--- src/pcv_pkg.sv ---
// Constants for the pulse-count voltage select block
package pcv_pkg;
    localparam int unsigned CLK_PERIOD_NS       = 40;
    // Longest time the device may wait before applying a burst
    localparam int unsigned LATCH_HOLD_TIME_NS  = 500000;
    localparam int unsigned LATCH_HOLD_CYC      =
        LATCH_HOLD_TIME_NS / CLK_PERIOD_NS;
    // Low time that is surely a disable request
    localparam int unsigned OFF_TIME_NS         = 500000;
    localparam int unsigned OFF_TIME_CYC        =
        (OFF_TIME_NS + CLK_PERIOD_NS - 1) / CLK_PERIOD_NS;

    localparam int unsigned TMR_W               = 24;
    localparam int unsigned CNT_W               = 6;
    localparam int unsigned CODE_W              = 5;

    // Set-point code: volts = 0.60 + 0.05 * code; code = register - 1, capped at 28 (2.00 V) for registers 29 to 32
    localparam logic [CODE_W-1:0] CODE_DEFAULT  = 5'h18;
    localparam logic [CODE_W-1:0] CODE_MAX      = 5'h1c;
    localparam logic [CNT_W-1:0]  EDGES_KEEP    = 6'h01;
    localparam logic [CNT_W-1:0]  EDGES_CLAMP   = 6'h1d;
    localparam logic [CNT_W-1:0]  EDGES_SAT     = 6'h20;
endpackage : pcv_pkg

--- src/hold_timer_if.sv ---
// Run and expiry handshake between the decoder and a hold timer
`timescale 1ns/1ps
interface hold_timer_if;
    logic run;
    logic done;
    modport owner (output run, input done);
    modport timer (input run, output done);
endinterface : hold_timer_if

--- src/pulse_count_voltage_select.sv ---
// Single-wire pulse-count decoder selecting the regulator set-point
// Operation
// - Rising edges in a burst are counted; the count indexes the register.
// - After power-up the set-point is the 1.8 V default.
// - A burst of exactly one edge leaves the set-point unchanged.
// - Counts 2 to 28 give 0.65 V to 1.95 V in 50 mV steps.
// - Counts 29 to 32 all give the 2.00 V maximum.
// - Count 25 is the default register and reselects 1.8 V.
// - The new set-point applies only after the line stays high for latch time.
// - Low beyond off time disables output and restores the default.
`timescale 1ns/1ps
module pulse_count_voltage_select #(
    parameter int unsigned LATCH_CYC = pcv_pkg::LATCH_HOLD_CYC,
    parameter int unsigned OFF_CYC   = pcv_pkg::OFF_TIME_CYC
) (
    input  wire logic                       clk,
    input  wire logic                       arst_n,
    input  wire logic                       en_set,
    output logic                            out_enable_q,
    output logic [pcv_pkg::CODE_W-1:0]      setpoint_q,
    output logic                            applied_q
);
    import pcv_pkg::*;

    // Maps a burst length to a set-point code, clamping the top registers
    function automatic logic [CODE_W-1:0] count_to_code(
        input logic [CNT_W-1:0] n
    );
        logic [CNT_W-1:0] m;
        m = (n >= EDGES_CLAMP) ? EDGES_CLAMP : n;
        return CODE_W'(m - CNT_W'(1));
    endfunction : count_to_code

    logic                 rst_meta_q;
    logic                 rst_n;
    logic                 en_q;
    logic                 rise;
    logic [CNT_W-1:0]     edges_q;
    hold_timer_if         lat_if ();
    hold_timer_if         off_if ();

    // Reset release is synchronised; assertion stays asynchronous
    always_ff @(posedge clk or negedge arst_n) begin
        if (!arst_n) begin
            rst_meta_q <= 1'b0;
            rst_n      <= 1'b0;
        end else begin
            rst_meta_q <= 1'b1;
            rst_n      <= rst_meta_q;
        end
    end

    always_ff @(posedge clk or negedge rst_n) begin
        if (!rst_n) begin
            en_q <= 1'b0;
        end else begin
            en_q <= en_set;
        end
    end

    // Edges closer than one clock are lost; host rate limit keeps margin
    assign rise = en_set && !en_q;

    // Latch timer restarts at every edge since run drops in the edge cycle
    assign lat_if.run = en_set && en_q && (edges_q != '0);
    assign off_if.run = !en_set && !en_q;

    hold_timer #(.LIMIT(LATCH_CYC)) u_latch_timer (
        .clk   (clk),
        .rst_n (rst_n),
        .tmr   (lat_if)
    );

    hold_timer #(.LIMIT(OFF_CYC)) u_off_timer (
        .clk   (clk),
        .rst_n (rst_n),
        .tmr   (off_if)
    );

    always_ff @(posedge clk or negedge rst_n) begin
        if (!rst_n) begin
            edges_q <= '0;
        end else if (lat_if.done || off_if.done) begin
            edges_q <= '0;
        end else if (rise && edges_q != EDGES_SAT) begin
            edges_q <= edges_q + CNT_W'(1);
        end
    end

    always_ff @(posedge clk or negedge rst_n) begin
        if (!rst_n) begin
            setpoint_q <= CODE_DEFAULT;
        end else if (off_if.done) begin
            setpoint_q <= CODE_DEFAULT;
        end else if (lat_if.done && edges_q != EDGES_KEEP) begin
            setpoint_q <= count_to_code(edges_q);
        end
    end

    always_ff @(posedge clk or negedge rst_n) begin
        if (!rst_n) begin
            applied_q <= 1'b0;
        end else begin
            applied_q <= lat_if.done;
        end
    end

    // Output follows the line high, but only a long low turns it off
    always_ff @(posedge clk or negedge rst_n) begin
        if (!rst_n) begin
            out_enable_q <= 1'b0;
        end else if (off_if.done) begin
            out_enable_q <= 1'b0;
        end else if (rise) begin
            out_enable_q <= 1'b1;
        end
    end

    // Cycles the line has held one level; feeds the timing checks only.
    // Kept apart from the timers so a timer slip cannot hide itself.
    logic [TMR_W-1:0] level_run_q;

    always_ff @(posedge clk or negedge rst_n) begin
        if (!rst_n) begin
            level_run_q <= '0;
        end else if (en_set != en_q) begin
            level_run_q <= '0;
        end else if (level_run_q != '1) begin
            level_run_q <= level_run_q + TMR_W'(1);
        end
    end

    property p_latch_wait;
        @(posedge clk) disable iff (!rst_n)
        lat_if.done |-> level_run_q == TMR_W'(LATCH_CYC - 1);
    endproperty
    a_latch_wait: assert property (p_latch_wait)
        else $error("latch fired before the hold time ran out");

    property p_latch_due;
        @(posedge clk) disable iff (!rst_n)
        (en_set && en_q && edges_q != '0
            && level_run_q == TMR_W'(LATCH_CYC - 1)) |-> lat_if.done;
    endproperty
    a_latch_due: assert property (p_latch_due)
        else $error("latch missing after the hold time");

    property p_off_wait;
        @(posedge clk) disable iff (!rst_n)
        off_if.done |-> level_run_q == TMR_W'(OFF_CYC - 1);
    endproperty
    a_off_wait: assert property (p_off_wait)
        else $error("disable fired before the off time ran out");

    property p_off_due;
        @(posedge clk) disable iff (!rst_n)
        (!en_set && !en_q
            && level_run_q == TMR_W'(OFF_CYC - 1)) |-> off_if.done;
    endproperty
    a_off_due: assert property (p_off_due)
        else $error("disable missing after the off time");

    property p_applied_pulse;
        @(posedge clk) disable iff (!rst_n)
        applied_q |=> !applied_q;
    endproperty
    a_applied_pulse: assert property (p_applied_pulse)
        else $error("latch strobe held longer than one cycle");

    property p_count_edge;
        @(posedge clk) disable iff (!rst_n)
        (rise && edges_q < EDGES_SAT && !lat_if.done && !off_if.done)
            |=> edges_q == $past(edges_q) + CNT_W'(1);
    endproperty
    a_count_edge: assert property (p_count_edge)
        else $error("rising edge not counted");

    property p_reset_default;
        @(posedge clk) disable iff (!rst_n)
        $rose(rst_n) |-> setpoint_q == CODE_DEFAULT && !out_enable_q;
    endproperty
    a_reset_default: assert property (p_reset_default)
        else $error("set-point not default after reset");

    property p_single_edge;
        @(posedge clk) disable iff (!rst_n)
        (lat_if.done && edges_q == EDGES_KEEP) |=> $stable(setpoint_q);
    endproperty
    a_single_edge: assert property (p_single_edge)
        else $error("single edge changed set-point");

    property p_linear;
        @(posedge clk) disable iff (!rst_n)
        (lat_if.done && edges_q > EDGES_KEEP && edges_q < EDGES_CLAMP)
            |=> setpoint_q == CODE_W'($past(edges_q) - CNT_W'(1));
    endproperty
    a_linear: assert property (p_linear)
        else $error("linear set-point mapping wrong");

    property p_clamp_max;
        @(posedge clk) disable iff (!rst_n)
        (lat_if.done && !off_if.done && edges_q >= EDGES_CLAMP)
            |=> setpoint_q == CODE_MAX;
    endproperty
    a_clamp_max: assert property (p_clamp_max)
        else $error("top counts not clamped to maximum");

    property p_default_25;
        @(posedge clk) disable iff (!rst_n)
        (lat_if.done && edges_q == CNT_W'(25)) |=> setpoint_q == CODE_DEFAULT;
    endproperty
    a_default_25: assert property (p_default_25)
        else $error("count 25 did not select default");

    property p_only_on_latch;
        @(posedge clk) disable iff (!rst_n)
        !$stable(setpoint_q) |-> applied_q || !out_enable_q;
    endproperty
    a_only_on_latch: assert property (p_only_on_latch)
        else $error("set-point changed without latch or disable");

    property p_latch_after_hold;
        @(posedge clk) disable iff (!rst_n)
        (rise ##1 (en_set && !rise) [*8]) |-> !lat_if.done || LATCH_CYC <= 8;
    endproperty
    a_latch_after_hold: assert property (p_latch_after_hold)
        else $error("latch fired before hold time");

    property p_off;
        @(posedge clk) disable iff (!rst_n)
        off_if.done |=> !out_enable_q && setpoint_q == CODE_DEFAULT
            && edges_q == '0;
    endproperty
    a_off: assert property (p_off)
        else $error("long low did not disable and restore");

    property p_clear;
        @(posedge clk) disable iff (!rst_n)
        lat_if.done |=> edges_q == '0 && applied_q;
    endproperty
    a_clear: assert property (p_clear)
        else $error("edge counter not cleared after latch");
endmodule : pulse_count_voltage_select

--- src/hold_timer.sv ---
// Counts cycles of a run level and flags the cycle the limit is reached
`timescale 1ns/1ps
module hold_timer #(
    parameter int unsigned LIMIT = 16
) (
    input  wire logic        clk,
    input  wire logic        rst_n,
    hold_timer_if.timer      tmr
);
    import pcv_pkg::*;

    logic [TMR_W-1:0] cnt_q;
    logic [TMR_W-1:0] cnt_d;

    // Count stops at LIMIT, one past the done value, so done fires once per run period
    always_comb begin
        cnt_d = cnt_q;
        if (!tmr.run) begin
            cnt_d = '0;
        end else if (cnt_q != TMR_W'(LIMIT)) begin
            cnt_d = cnt_q + TMR_W'(1);
        end
    end

    always_ff @(posedge clk or negedge rst_n) begin
        if (!rst_n) begin
            cnt_q <= '0;
        end else begin
            cnt_q <= cnt_d;
        end
    end

    assign tmr.done = tmr.run && (cnt_q == TMR_W'(LIMIT - 1));
endmodule : hold_timer

--- config.mk ---
export PLATFORM = sky130hd
export DESIGN_NAME = pulse_count_voltage_select
export DESIGN_NICKNAME = d
export VERILOG_FILES = /design/src/pcv_pkg.sv /design/src/hold_timer_if.sv /design/src/pulse_count_voltage_select.sv /design/src/hold_timer.sv
export SDC_FILE = /design/constraint.sdc
export NUM_CORES = 1
export LEC_CHECK = 0
export BUFFER_PORTS_ARGS = -buffer_cell sky130_fd_sc_hd__buf_2
export CORE_ASPECT_RATIO = 1.2
export CORE_MARGIN = 2
export CORE_UTILIZATION = 60
export DETAILED_ROUTE_END_ITERATION = 16
export GPL_ROUTABILITY_DRIVEN = 0
export PLACE_DENSITY = 0.79
export SYNTH_ARGS = -nofsm -noshare
export SYNTH_HDL_FRONTEND = slang
export SYNTH_SLANG_ARGS = --single-unit
--- constraint.sdc ---
create_clock -name clk -period 4.5 [get_ports clk]
set_input_delay 1.35 -clock clk [delete_from_list [all_inputs] [get_ports clk]]
set_output_delay 1.35 -clock clk [all_outputs]
set_load 0.02 [all_outputs]
==> flow_summary.json, run 1 <==
{
  "dp.final_hpwl_um": 4840,
  "syn_area_per_cell_um2": 9.29,
  "setup_violations": 0,
  "fin_cells": 471,
  "drcViolationCount": 0,
  "fp.dieArea_mm2": 0.00657,
  "numCtsBuffers": 9,
  "fillers": 481,
  "synthArstFlopShare": 1.00,
  "seqPwrFrac": 0.483,
  "peakVddDrop_v": 0.000165,
  "diodes": 0,
  "finalSetupTns_ps": 0,
  "hold_viol_final": 0,
  "clk_latency_ps": 350,
  "wl_per_cell_um": 14.9,
  "post_cts_buffers": 0,
  "critical_path.cell_chain": "inv_1 -> ha_1 -> nor4b_1 -> a21o_1 -> or4_4 -> mux2_4",
  "synthDominantCellAreaShare": 0.436,
  "first_pass_iters": 4,
  "worstPathArrival_ps": 3090,
  "port_buffers": 9,
  "finalClockSkew_ps": 12.5,
  "clk_path_buf_depth": 2,
  "ys_seq_area_frac": 0.451,
  "mostFrequentLayoutCells": "61 x dfrtp_1, 33 x nand2_1, 30 x nor2_1",
  "cp_max_fo": 25,
  "slew_viol_final": 0,
  "die_w_um": 74.3,
  "crit_slowest_cell": "a21o_1",
  "vias_per_cell": 5.99,
  "slowest_delay_ps": 740,
  "slew_headroom": 0.464,
  "grt_max_degree": 63,
  "synth_area_mm2": 0.00356,
  "cts.clk_slew.worst_paths_ps": 70,
  "antenna_found_initial": 0,
  "ys.warnings.count": 0,
  "final_layout_size_suffix_gt1_frac": 0.0921,
  "syn_inst": 383,
  "wirelength_um": 7020,
  "dp_cells": 455,
  "p_int_uw": 989,
  "num_io_pins": 10,
  "rsz0062_at_grt": "no",
  "outcome": "complete, no violations",
  "vias": 2822,
  "cts_resized": 0,
  "synth_top_area_cell": "dfrtp_1",
  "path_class": "register to register",
  "p_total_mw": 1.38,
  "power.density_mw_per_mm2": 360,
  "clock-sinks": 64,
  "drt_iter0_markers": 138,
  "grt_pass1_vias": 2683,
  "min_period_ps": 2820,
  "combPwrFrac": 0.154,
  "syn2layout_area_growth_pct": 7.66,
  "fmax_mhz": 354,
  "synth_seq_cells": 64,
  "cap_violations": 0,
  "ys.flop_type": "dfrtp_1",
  "yosys-top-cells-area": "dfrtp_1 44%, nand2_1 3.5%, xor2_1 3.2%, nor2_1 3.2%, a21oi_1 3.1%",
  "core_region_area_mm2": 0.00571,
  "htree_levels": 3,
  "grt_pass1_wl_um": 12000,
  "worst_pin_slew_ps": 793,
  "cp-start-kind": "register",
  "ys_types": 49,
  "fin_crit_sh": 0.628,
  "dieHeight_um": 88.4,
  "critPathCaptureType": "register",
  "track_usage": 0.238,
  "switching_power_uw": 389,
  "synth-edff-count": 0,
  "synth_nets": 394,
  "hold_ws_ps": 353,
  "gr-total-overflow": 0,
  "ant_nets": 0,
  "cts-root-buf": "clkbuf_8",
  "hold_buffers": 0,
  "hold_class": "register to register",
  "cts_tree": "done",
  "leakagePower_nw": 1.56,
  "start_util": 0.624,
  "switching_share": 0.282,
  "rows": 30,
  "nNetsFinal": 397,
  "clkPwrFrac": 0.363,
  "cp.required_ps": 4770,
  "final_common_cell": "dfrtp_1"
}
-- critical path: cells and delay by family (launching register included) --
kind | cells | cell delay [ps]
AND/OR/NAND/NOR | 2 | 970
buffers and inverters | 1 | 110
adder cells (fa/ha/maj) | 1 | 170
AO/OA/AOI/OAI | 1 | 740
flip-flops | 1 | 450
multiplexers | 1 | 300
-- area by class of cell --
cell class | instances | area, um2 | share of cell area
Multi-Input combinational cell | 287 | 1820 | 0.476
Clock buffer | 13 | 159 | 0.0415
Sequential cell | 64 | 1610 | 0.419
Timing Repair Buffer | 10 | 52.6 | 0.0137
Clock inverter | 3 | 40.0 | 0.0104
Tap cell | 80 | 100 | 0.0261
Inverter | 14 | 52.6 | 0.0137
-- cell families (layout without fill, tap and decap cells) --
group,Yosys count,in the layout,synth area share
other,1,1,0.00105
flip-flops,64,64,0.451
multiplexers,10,10,0.0309
AO/OA/AOI/OAI,66,66,0.117
XOR/XNOR,25,25,0.0615
adder cells (fa/ha/maj),8,8,0.0281
buffers and inverters,32,40,0.0373
AND/OR/NAND/NOR,177,177,0.274
-- sequential cells by signal, indices dropped and copies added (netlist names) --
register	cells
edges_q	6
u_off_timer.cnt_q	24
out_enable_q	1
applied_q	1
rst_meta_q	1
setpoint_q	5
u_latch_timer.cnt_q	24
en_q	1
rst_n	1
-- cells in the mapped netlist (8+ instances only) --
master	number
nand3_1	21
or4_1	14
nor3_1	13
nand2_1	33
clkbuf_1	15
inv_1	14
mux2i_1	8
and4_1	12
o21ai_0	12
ha_1	8
xor2_1	13
xnor2_1	12
nor2_1	30
nand4_1	16
a21oi_1	22
dfrtp_1	62
o31ai_1	13
-- routing by layer --
metal,routed length (um),track usage,part of all wire,vias to the layer above
met5,0,0,0,-
met4,173,0.136,0.025,0
met3,158,0.0387,0.023,14
met2,3420,0.378,0.49,47
met1,3270,0.307,0.46,1360
li1,-,-,-,1401
-- final timing paths --
| check | from | end | slack [ps] | cells after the start |
|---|---|---|---|---|
| min in group asynchronous | rst_n | u_off_timer.cnt_q[13] | 420 | 1 |
| worst max register to register | edges_q[0] | setpoint_q[3] | 1680 | 6 |
| worst min-delay path | rst_meta_q | rst_n | 350 | 0 |
| worst min register to register | rst_meta_q | rst_n | 350 | 0 |
| worst max-delay path | edges_q[0] | setpoint_q[3] | 1680 | 6 |
| max in group asynchronous | rst_n | u_off_timer.cnt_q[16] | 3570 | 1 |
-- power by group through the flow --
stage	combinational, mW	clock [mW]	sequential [mW]
4_1_cts	0.211	0.507	0.665
3_3_place_gp	0.204	0	0.673
6_report	0.212	0.501	0.666
5_1_grt	0.244	0.535	0.672
3_5_place_dp	0.207	0	0.676
2_1_floorplan	0.182	0	0.653
-- metrics by stage --
stage | setup slack, ps | cell area (um2) | utilization
floorplan | 1910 | 3560 | -
global placement | 1400 | 3630 | 0.637
detailed placement | 1400 | 3630 | 0.637
CTS | 1660 | 3830 | 0.672
global route | 1430 | 3830 | 0.672
finish | 1680 | 3830 | 0.672
Power figures use the tool's default switching activity.
==> run 2, diff against run 1 <==
--- a/config.mk
+++ b/config.mk
@@ -5,6 +5,7 @@
 export SDC_FILE = /design/constraint.sdc
 export NUM_CORES = 1
 export LEC_CHECK = 0
+export ABC_AREA = 1
 export BUFFER_PORTS_ARGS = -buffer_cell sky130_fd_sc_hd__buf_2
 export CORE_ASPECT_RATIO = 1.2
 export CORE_MARGIN = 2
==> constraint.sdc (replaced) <==
create_clock -name clk -period 3 [get_ports clk]
set_input_delay 0.9 -clock clk [delete_from_list [all_inputs] [get_ports clk]]
set_output_delay 0.9 -clock clk [all_outputs]
set_load 0.02 [all_outputs]
==> flow_summary.json, run 2 <==
{
  "die_w_um": 77.7,
  "num_io_pins": 10,
  "dp.final_hpwl_um": 6530,
  "fillers": 557,
  "ys.warnings.count": 0,
  "nNetsFinal": 569,
  "outcome": "complete, no violations",
  "muxShareOfSynthArea": 0,
  "ys.flop_type": "dfrtp_1",
  "wirelength_um": 8760,
  "slew_viol_final": 0,
  "fin_crit_sh": 0.688,
  "rsz0062_at_grt": "no",
  "synthTopCellsByCount": "128 x nand2_1, 80 x nor2_1, 71 x inv_1, 62 x dfrtp_1, 42 x nand3_1",
  "cts.clk_slew.worst_paths_ps": 80,
  "regArea_mm2": 0.00161,
  "port_buffers": 9,
  "yosys-top-cells-area": "dfrtp_1 40%, nand2_1 12%, nor2_1 7.7%, inv_1 6.8%, nand3_1 5.4%",
  "htree_levels": 3,
  "vias_per_cell": 5.46,
  "start_util": 0.614,
  "fp.dieArea_mm2": 0.00718,
  "diodes": 0,
  "final_common_cell": "nand2_1",
  "wl_per_cell_um": 13.5,
  "hold_class": "register to asynchronous set/reset pin",
  "finalSetupTns_ps": 0,
  "grt_pass1_vias": 3457,
  "synth-edff-count": 0,
  "core_region_area_mm2": 0.00637,
  "place_area_mm2": 0.00405,
  "synthSimpleGateAreaFrac": 0.389,
  "synthArstFlopShare": 1.00,
  "synth_top_family_by_area": "simple AND/OR/NAND/NOR gates",
  "drcViolationCount": 0,
  "gr-total-overflow": 0,
  "critPathCaptureType": "register",
  "rows": 32,
  "power.density_mw_per_mm2": 450,
  "synth-compound-area-share": 0.0836,
  "hold_viol_final": 0,
  "hold_buffers": 0,
  "synth_seq_cells": 64,
  "post_cts_buffers": 0,
  "finalClockSkew_ps": 9.08,
  "synth_area_mm2": 0.00391,
  "cts-root-buf": "clkbuf_8",
  "final_layout_size_suffix_gt1_frac": 0.126,
  "ys_types": 38,
  "vias": 3538,
  "ys_seq_area_frac": 0.411,
  "cp.required_ps": 3290,
  "numCtsBuffers": 9,
  "grt_pass1_wl_um": 15200,
  "dieHeight_um": 92.4,
  "clk_path_buf_depth": 2,
  "syn2layout_area_growth_pct": 7.97,
  "cts_resized": 0,
  "synth_top_area_cell": "dfrtp_1",
  "cts_tree": "done",
  "syn_inst": 540,
  "ant_nets": 0,
  "syn_area_per_cell_um2": 7.24,
  "synthMostInstantiatedCell": "nand2_1",
  "cap_violations": 0,
  "ff2ff_path_depth": 13,
  "cp_max_fo": 6,
  "mostFrequentLayoutCells": "128 x nand2_1, 80 x nor2_1, 71 x inv_1",
  "synthAdderAreaFrac": 0.0256,
  "cp-start-kind": "register",
  "antenna_found_initial": 0,
  "first_pass_iters": 5,
  "slew_headroom": 0.596,
  "synthDominantCellAreaShare": 0.397,
  "fmax_mhz": 484,
  "leakagePower_nw": 1.98,
  "track_usage": 0.264,
  "clk_latency_ps": 350,
  "final_cell_area_mm2": 0.00422,
  "reg.largest.list": "u_latch_timer.cnt_q x24, u_off_timer.cnt_q x24, edges_q x6",
  "drt_iter0_markers": 238,
  "setup_violations": 0,
  "min_period_ps": 2060,
  "worst_pin_slew_ps": 606,
  "synth_nets": 551,
  "grt_max_degree": 49,
  "path_class": "register to register",
  "worstPathArrival_ps": 2350,
  "synth_xor_area_frac": 0.00672,
  "multi_input_area_mm2": 0.00198,
  "clock-sinks": 64,
  "peakVddDrop_v": 0.000318
}
run 2: cell types whose count changed in the layout (fill, tap and decap cells not counted), moves of 12 or more:
cell / delta
xnor2_1: -12
or4_1: -14
nand3_1: +21
inv_1: +57
and4_1: -12
nand2_1: +95
nor2_1: +50
run 2: path summary, 6_finish.rpt:
check,startpoint,endpoint,slack (ps)
worst max-delay path,edges_q[0],setpoint_q[4],940
worst max register to register,edges_q[0],setpoint_q[4],940
max in group asynchronous,rst_n,u_latch_timer.cnt_q[17],1910
worst min register to register,rst_n,u_off_timer.cnt_q[13],160
min in group clk,rst_meta_q,rst_n,380
worst min-delay path,rst_n,u_off_timer.cnt_q[13],160
run 2: layer usage:
| metal | part of all wire | global-route usage | routed length (um) | vias up |
|---|---|---|---|---|
| met4 | 0.021 | 0.121 | 185 | 0 |
| met5 | 0 | 0 | 0 | - |
| met3 | 0.025 | 0.0331 | 218 | 22 |
| met1 | 0.43 | 0.316 | 3780 | 1666 |
| met2 | 0.52 | 0.471 | 4580 | 72 |
| li1 | - | - | - | 1778 |
run 2: report_power, final:
group	leakage [nW]	switching, mW	internal, mW
Clock	0.0781	0.350	0.295
Combinational	1.05	0.195	0.0947
Sequential	0.856	0.0610	0.903
Total	1.98	0.607	1.29
run 2: logic make-up (layout without fill, tap and decap cells):
kind of cell,count (synthesis),after routing
AND/OR/NAND/NOR,319,319
buffers and inverters,85,108
AO/OA/AOI/OAI,60,60
flip-flops,64,64
XOR/XNOR,3,3
other,1,1
adder cells (fa/ha/maj),8,8
run 2: critical path, stage by stage (launching register included):
cell	delay, ps
dfrtp_1	450
inv_1	130
ha_1	210
nand2_1	70
nand3_1	170
nand2_1	130
nor2_1	160
ha_1	210
nand2_1	70
xor2_1	150
nor2_1	90
nand2_1	70
nand2_1	70
nand2_1	50
run 2: area by class of cell:
class	instances	area share
multi-input combinational	391	0.469
clock inverter	6	0.00890
sequential	64	0.380
clock buffer	10	0.0302
tap	85	0.0252
timing repair buffer	11	0.0142
inverter	81	0.0721
run 2: per-stage QoR:
step | util | cells | setup slack [ps] | total power [mW] | hold slack (ps)
CTS | 0.663 | 648 | 954 | 1.90 | 168
detailed placement | 0.637 | 632 | 816 | 1.27 | 171
global route | 0.663 | 648 | 777 | 1.99 | 196
floorplan | - | 540 | 1090 | 1.19 | 331
finish | 0.663 | 648 | 935 | 1.90 | 163
global placement | 0.637 | 632 | 869 | 1.25 | 161
